File: config.mk
export PLATFORM = sky130hd
export DESIGN_NAME = timebase_access_and_sync_barriers
export DESIGN_NICKNAME = d
export VERILOG_FILES = /design/src/hw/barrier_timebase_pkg.sv /design/src/hw/select_code_match.sv /design/src/hw/timebase_access_and_sync_barriers.sv
export VERILOG_INCLUDE_DIRS = /design/src /design/src/hw
export SDC_FILE = /design/constraint.sdc
export NUM_CORES = 1
export LEC_CHECK = 0
export BUFFER_PORTS_ARGS = -buffer_cell sky130_fd_sc_hd__clkbuf_2
export CAP_MARGIN = 15
export CORE_MARGIN = 2
export CORE_UTILIZATION = 53
export DETAILED_ROUTE_END_ITERATION = 10
export GPL_TIMING_DRIVEN = 0
export PLACE_DENSITY_LB_ADDON = 0.15
export SLEW_MARGIN = 20
export SYNTH_ARGS = -nofsm -noshare
export SYNTH_HDL_FRONTEND = slang
export SYNTH_HIERARCHICAL = 1
export SYNTH_SLANG_ARGS = --single-unit
File: constraint.sdc
create_clock -name ref_clk -period 2.25 [get_ports ref_clk]
set_input_delay 0.45 -clock ref_clk [delete_from_list [all_inputs] [get_ports ref_clk]]
set_output_delay 0.45 -clock ref_clk [all_outputs]
set_load 0.005 [all_outputs]
File: src/hw/barrier_timebase_map.svh
`ifndef BARRIER_TIMEBASE_MAP_SVH
`define BARRIER_TIMEBASE_MAP_SVH

// Counter select codes, as register numbers before the half swap
`define CNT_READ_LOW_CODE 10'h10c
`define CNT_READ_HIGH_CODE 10'h10d
`define CNT_WRITE_LOW_CODE 10'h11c
`define CNT_WRITE_HIGH_CODE 10'h11d

// Select field layout: the upper field slice carries the low five number bits
`define SEL_FIRST_MSB 9
`define SEL_FIRST_LSB 5
`define SEL_SECOND_MSB 4
`define SEL_SECOND_LSB 0

// Width of one counter half and the default core width
`define HALF_WIDTH 32
`define CORE_WIDTH 64

// Distance to the next sequential instruction
`define INSN_BYTES 64'h0000000000000004

`endif

File: src/hw/barrier_timebase_pkg.sv
package barrier_timebase_pkg;

   typedef enum logic [2:0]
   {
      OP_READ_COUNTER = 3'h0,
      OP_WRITE_COUNTER = 3'h1,
      OP_FULL_SYNC = 3'h2,
      OP_IO_ORDER = 3'h3,
      OP_CTX_SYNC = 3'h4
   } insn_op_e;

   typedef enum logic [1:0]
   {
      ST_IDLE = 2'b00,
      ST_WAIT_PRIOR = 2'b01,
      ST_WAIT_MEM = 2'b10,
      ST_WAIT_ORDER = 2'b11
   } seq_state_e;

   typedef struct packed
   {
      logic valid;
      insn_op_e op;
      logic [9:0] selField;
      logic supervisor;
      logic [31:0] wrData;
      logic [63:0] pc;
   } insn_req_s;

   typedef struct packed
   {
      logic done;
      logic illegal;
      logic [63:0] data;
   } insn_resp_s;

   typedef struct packed
   {
      logic en;
      logic [63:0] value;
   } counter_wr_s;

   typedef struct packed
   {
      logic flush;
      logic [63:0] addr;
   } redirect_s;

   typedef struct packed
   {
      seq_state_e state;
      logic ready;
      logic isCtx;
      logic [63:0] pc;
      logic memReq;
      logic ordReq;
      insn_resp_s resp;
      counter_wr_s cwr;
      redirect_s redirect;
   } ctl_s;

endpackage

File: src/hw/select_code_match.sv
`timescale 1ns/10ps
`include "barrier_timebase_map.svh"

module select_code_match
#(
   parameter logic [9:0] LOW_CODE = `CNT_READ_LOW_CODE,
   parameter logic [9:0] HIGH_CODE = `CNT_READ_HIGH_CODE
)
(
   input wire logic [9:0] selField,
   output logic hitLow,
   output logic hitHigh
);

   logic [9:0] regNumber;

   // Undo the half swap before comparing with the register number
   assign regNumber = {selField[`SEL_SECOND_MSB:`SEL_SECOND_LSB], selField[`SEL_FIRST_MSB:`SEL_FIRST_LSB]};
   assign hitLow = (regNumber == LOW_CODE);
   assign hitHigh = (regNumber == HIGH_CODE);

endmodule

File: src/hw/timebase_access_and_sync_barriers.sv
`timescale 1ns/10ps
`include "barrier_timebase_map.svh"

// Operation
// [RULE1] User read accepts code 268 for low half, 269 for high half.
// [RULE2] Select field halves are swapped before matching the register number.
// [RULE3] Narrow core reads one 32-bit half per instruction into the destination.
// [RULE4] Wide core high-half read zero-fills destination upper 32 bits.
// [RULE5] Wide core low-half read returns the whole 64-bit counter.
// [RULE6] Supervisor writes use codes 284 and 285; these are write-only.
// [RULE7] Context barrier waits for earlier instructions, flushes prefetch, refetches next.
// [RULE8] Context barrier does not wait for memory accesses performed globally.
// [RULE9] Nothing after a barrier starts until the barrier completes.
// [RULE10] Later instructions refetch under context set by earlier instructions.
// [RULE11] Context barrier stays local; no signalling to other processors.
// [RULE12] I/O barrier orders earlier loads and stores before later ones.
// [RULE13] I/O barrier may take a variable number of cycles.
// [RULE14] Second-level cache should drain queued references on full barrier signalling.
// [RULE15] Full barrier completes after earlier instructions and global memory performance.
// [RULE16] Supervisor write replaces only the chosen half.
module timebase_access_and_sync_barriers
#(
   parameter int XLEN = `CORE_WIDTH
)
(
   input wire logic ref_clk,
   input wire logic resetn,
   input barrier_timebase_pkg::insn_req_s insnReq,
   output logic reqReady,
   output barrier_timebase_pkg::insn_resp_s resp,
   input wire logic [63:0] counterValue,
   output barrier_timebase_pkg::counter_wr_s counterWr,
   input wire logic priorDone,
   output logic memBarrierReq,
   input wire logic memBarrierAck,
   output logic orderReq,
   input wire logic orderAck,
   output barrier_timebase_pkg::redirect_s redirect
);
   import barrier_timebase_pkg::*;

   ctl_s st_q;
   ctl_s st_d;
   logic rdLow;
   logic rdHigh;
   logic wrLow;
   logic wrHigh;
   logic taken;

   // Only the two core widths have defined read behaviour
   generate
      if (XLEN != 32 && XLEN != 64)
      begin : g_bad_width
         $error("XLEN must be 32 or 64");
      end
   endgenerate

   // Read codes and write codes are matched separately so each stays one-way
   select_code_match #(.LOW_CODE(`CNT_READ_LOW_CODE), .HIGH_CODE(`CNT_READ_HIGH_CODE)) u_read_match
   (
      .selField(insnReq.selField),
      .hitLow(rdLow),
      .hitHigh(rdHigh)
   ); // [RULE1] [RULE2]

   select_code_match #(.LOW_CODE(`CNT_WRITE_LOW_CODE), .HIGH_CODE(`CNT_WRITE_HIGH_CODE)) u_write_match
   (
      .selField(insnReq.selField),
      .hitLow(wrLow),
      .hitHigh(wrHigh)
   ); // [RULE6]

   assign taken = insnReq.valid && st_q.ready;

   // Next-state logic; pulses fall back each cycle
   always_comb
   begin
      st_d = st_q;
      st_d.resp.done = 1'b0;
      st_d.resp.illegal = 1'b0;
      st_d.cwr.en = 1'b0;
      st_d.redirect.flush = 1'b0;
      unique case (st_q.state)
         ST_IDLE:
         begin
            if (taken)
            begin
               st_d.pc = insnReq.pc;
               st_d.isCtx = (insnReq.op == OP_CTX_SYNC);
               unique case (insnReq.op)
                  OP_READ_COUNTER:
                  begin
                     st_d.resp.done = 1'b1;
                     if (rdLow && XLEN == 64)
                     begin
                        st_d.resp.data = counterValue; // [RULE5]
                     end
                     else if (rdLow)
                     begin
                        st_d.resp.data = {32'h00000000, counterValue[31:0]}; // [RULE3]
                     end
                     else if (rdHigh)
                     begin
                        st_d.resp.data = {32'h00000000, counterValue[63:32]}; // [RULE3] [RULE4]
                     end
                     else
                     begin
                        // Write-only codes and unknown codes are refused
                        st_d.resp.data = 64'h0000000000000000;
                        st_d.resp.illegal = 1'b1; // [RULE6]
                     end
                  end
                  OP_WRITE_COUNTER:
                  begin
                     st_d.resp.done = 1'b1;
                     st_d.resp.data = 64'h0000000000000000;
                     if (insnReq.supervisor && wrLow)
                     begin
                        st_d.cwr.en = 1'b1;
                        st_d.cwr.value = {counterValue[63:32], insnReq.wrData}; // [RULE16]
                     end
                     else if (insnReq.supervisor && wrHigh)
                     begin
                        st_d.cwr.en = 1'b1;
                        st_d.cwr.value = {insnReq.wrData, counterValue[31:0]}; // [RULE16]
                     end
                     else
                     begin
                        st_d.resp.illegal = 1'b1; // [RULE6]
                     end
                  end
                  OP_IO_ORDER:
                  begin
                     // The memory side orders; no need to wait for retirement
                     st_d.state = ST_WAIT_ORDER;
                     st_d.ordReq = 1'b1; // [RULE12]
                     st_d.ready = 1'b0; // [RULE9]
                  end
                  OP_FULL_SYNC, OP_CTX_SYNC:
                  begin
                     st_d.state = ST_WAIT_PRIOR;
                     st_d.ready = 1'b0; // [RULE9]
                  end
                  default:
                  begin
                     st_d.resp.done = 1'b1;
                     st_d.resp.illegal = 1'b1;
                  end
               endcase
            end
         end
         ST_WAIT_PRIOR:
         begin
            if (priorDone && st_q.isCtx)
            begin
               // Local only: no memory or cache signalling for this barrier
               st_d.redirect.flush = 1'b1; // [RULE7] [RULE8] [RULE11]
               st_d.redirect.addr = st_q.pc + `INSN_BYTES; // [RULE10]
               st_d.resp.done = 1'b1;
               st_d.state = ST_IDLE;
               st_d.ready = 1'b1;
            end
            else if (priorDone)
            begin
               st_d.memReq = 1'b1; // [RULE14] [RULE15]
               st_d.state = ST_WAIT_MEM;
            end
         end
         ST_WAIT_MEM:
         begin
            // Ack means every earlier access is performed globally
            if (memBarrierAck)
            begin
               st_d.memReq = 1'b0;
               st_d.resp.done = 1'b1; // [RULE15]
               st_d.state = ST_IDLE;
               st_d.ready = 1'b1;
            end
         end
         ST_WAIT_ORDER:
         begin
            // Latency is set by the memory side, so no timeout here
            if (orderAck)
            begin
               st_d.ordReq = 1'b0;
               st_d.resp.done = 1'b1; // [RULE13]
               st_d.state = ST_IDLE;
               st_d.ready = 1'b1;
            end
         end
      endcase
   end

   // State register
   always_ff @(posedge ref_clk or negedge resetn)
   begin
      if (!resetn)
      begin
         st_q <= '0;
         st_q.ready <= 1'b1;
      end
      else
      begin
         st_q <= st_d;
      end
   end

   // Outputs straight from the state register
   assign reqReady = st_q.ready;
   assign resp = st_q.resp;
   assign counterWr = st_q.cwr;
   assign memBarrierReq = st_q.memReq;
   assign orderReq = st_q.ordReq;
   assign redirect = st_q.redirect;
endmodule

==> run summary <==
outcome -> finished, final reports clean
Tot GR Track Use -> 0.286
Worst setup startpoint -> st_q[209]$_DFFE_PN0P_
DP Worst Slack -> -0.801 ns
async set or reset register ratio after synthesis -> 1.00
vias per cell -> 5.33
CP max-delay cell -> or4_4
Die Ht -> 163 microns
post-synthesis sequential element count -> 266
worst slew pin tran -> 0.678 ns
reg2reg start -> st_q[209]$_DFFE_PN0P_
Net Switching -> 2.13 mW
Worst EP required -> 2.64 ns
Initial Util -> 0.537
CP Capture Point -> redirect[62]$_DFFE_PN0P_
CTS tree -> built
largest net degree at the start of global routing -> 92
Syn Inst Count -> 1371
worst-path maximum fanout -> 10
Max Clk Rate -> 460 MHz
Die Span X -> 163 microns
I/O pin count -> 379
Hold Fails Final Rpt -> 0
final worst slack -> 0.0783 ns
drt drc -> 0
clock network fraction of design power -> 0.482
proportion of layout cells with a drive suffix above 1 -> 0.432
maxcap violations -> 0
Final ANT Viol Nets -> 0
area grow syn2layout -> 27.7%
DPL Wire Length -> 29200 microns
max-slew violations -> 0
Worst Setup End Kind -> register
Synth top area share -> 0.493
drt first-iter violations -> 906
HP Class -> in -> reg
CP top delay family -> simple AND/OR/NAND/NOR gates
Nets -> 1979
cell area after placement -> 15900 sq um
Setup violations, final -> 0
clk slew on worst S/H paths -> 0.06 ns
power per cell area -> 580 nW/um^2
number of global-route vias before repair -> 11024
CP startpoint kind -> register
Yosys warning total -> 6
Fin Hold WS -> 0.122 ns
Max-slew headroom -> 0.544
commonest non-fill, non-tap cells in the layout -> clkbuf_2, dfrtp_1, buf_4
cell internal pwr -> 7.83 mW
area of the multi-input gates -> 5090 sq um
syn nets -> 1552
Setup Skew -> 0.0225 ns
worst stage delay on the critical path -> 0.49 ns
Comb power frac -> 0.038
initial antenna violation count -> 3
TritonCTS Sinks -> 266
first-pass GRT wire length -> 59500 microns
Rows -> 58
worst skew pair latency -> 0.55 ns
routed vias -> 11464
main area contributors after synthesis -> dfrtp_1, buf_4, nand2_1, mux2_2, o21ai_0
syn_area_per_cell -> 9.80 sq um
Synth cell types -> 48
Yosys top cell by area -> dfrtp_1
1st-pass router iterations -> 5
period utilization -> 0.965
critical path class -> reg -> reg
Peak VDD IR -> 557 uV
CP Depth -> 8
worst-path cell chain -> nand4_4 -> or4_4 -> nor4_4 -> buf_4 -> buf_6 -> nand3_1 -> xor2_1 -> o21ai_1
RR Endpoint -> redirect[62]$_DFFE_PN0P_
fill cell total of the finished layout -> 2062
drt total wl -> 38900 microns
FF-to-FF path depth -> 8
total grt overflow -> 0
Sequential cell area -> 6670 sq um
Die Area -> 26600 sq um
Wirelength per Cell -> 18.1 microns
WP data arrival -> 2.56 ns
Max clock buf depth -> 3
cts bufs inserted -> 29
Post-synth EDFFs -> 0
leakage power -> 8.73 nW
commonest non-fill, non-tap cell in the layout -> clkbuf_2
Bufs and invs on worst path -> 2
FF-to-FF setup slack -> 0.08 ns
Placer Congestion -> 0.878
Netlist Area Pre-Place -> 13400 sq um
I/O Buffers -> 377
worst hold start -> insnReq[33]
post-route cell area -> 17200 sq um
Net Sw Frac -> 0.214
min Tclk post-route -> 2.17 ns
Root Buffer -> clkbuf_16
Seq/Total Area, Yosys -> 0.495
core box area -> 25000 sq um
Max H-tree Level -> 1
Main synth FF type -> dfrtp_1
Seq pwr share -> 0.480
-- layout make-up --
| class | instances | area share |
|---|---|---|
| flip-flops and latches | 266 | 0.389 |
| multi-input cells | 821 | 0.296 |
| repair buffers | 399 | 0.124 |
| plain buffers | 270 | 0.108 |
| clock buffers | 42 | 0.0486 |
| well taps | 330 | 0.0241 |
| clock inverters | 9 | 0.00722 |
| inverters | 11 | 0.00241 |
| diodes | 2 | 0.000292 |
-- per-layer routing --
metal  global-route usage  part of all wire  up-vias
li1                     -                 -     5369
met1                0.404              0.43     5522
met2                0.450              0.46      481
met3               0.0447             0.068       90
met4                0.103             0.039        2
met5                    0           0.00033        -
-- state kept, by name, indices dropped and copies added (netlist names) --
signal         flops
st_q              67
resp              66
counterWr         65
redirect          65
memBarrierReq      1
orderReq           1
reqReady           1
-- stage by stage --
| step | total power, mW | instances | util | TNS [ns] |
|---|---|---|---|---|
| after floorplan | 4.91 | 1371 | - | -3.65 |
| after global placement | 5.23 | 2078 | 0.630 | -1399.53 |
| after detailed placement | 5.25 | 2081 | 0.634 | -109.65 |
| after CTS | 10.0 | 2137 | 0.677 | 0 |
| after global routing | 10.3 | 2150 | 0.685 | -0.134 |
| final | 9.96 | 2150 | 0.685 | 0 |
-- worst min path at each step --
stage	endpoint	slack, ns	depth (start not counted)
final	st_q[231]$_DFFE_PN0P_	0.12	3
after global routing	st_q[223]$_DFFE_PN0P_	0.13	2
after CTS	st_q[231]$_DFFE_PN0P_	0.10	3
after detailed placement	counterWr[26]$_DFFE_PN0P_	0.44	1
after global placement	redirect[1]$_DFFE_PN0P_	0.45	2
after floorplan	counterWr[0]$_DFFE_PN0P_	0.15	0
-- logic make-up (layout without fill, tap and decap cells) --
logic type / after synthesis / count (layout) / share of synthesized area
mux: 94 / 94 / 0.0758
fa+ha+maj: 1 / 1 / 0.000931
compound gates: 279 / 279 / 0.123
simple gates: 388 / 388 / 0.130
other cells: 0 / 2 / 0
flops: 266 / 266 / 0.495
xor+xnor: 59 / 59 / 0.0385
buf+inv: 284 / 731 / 0.136
-- power by group through the flow --
stage          registers, mW  clock network (mW)  logic (mW)
2_1_floorplan           4.87                   0      0.0363
3_3_place_gp            4.87                   0       0.352
3_5_place_dp            4.87                   0       0.375
4_1_cts                 4.78                4.87       0.379
5_1_grt                 4.78                5.06       0.414
6_report                4.78                4.80       0.376
-- worst reg2reg max path, delay by kind of cell (launching register included) --
family	cells	cell delay (ns)
simple gates	4	1.02
flops	1	0.40
buf+inv	2	0.33
xor+xnor	1	0.19
compound gates	1	0.08
-- synthesized netlist by cell type, types with 5 or more instances --
master    instances
nand2_1         208
xor2_1           37
and2_1            5
a21oi_1          69
inv_1            10
nand3_1          22
and3_1            7
dfrtp_1         265
buf_2            13
buf_4           197
mux2_2           62
nor2_1           85
mux2i_1          32
nand4_1          16
o21ai_1           8
and4_1            5
nor4_1            9
clkbuf_1         61
o31ai_1          32
a22oi_1          64
nor3_1            7
o21ai_0          99
xnor2_1          22
-- repair_timing --
action                                 4_1_cts  5_1_grt
pin swaps                                    3       10
resized for setup                           31       42
setup buffers                                5       13
hold buffers                                 1        0
setup endpoints to repair                  203      197
endpoints found under the hold margin       49        0
Note: power is estimated with default switching activity, not from simulation.
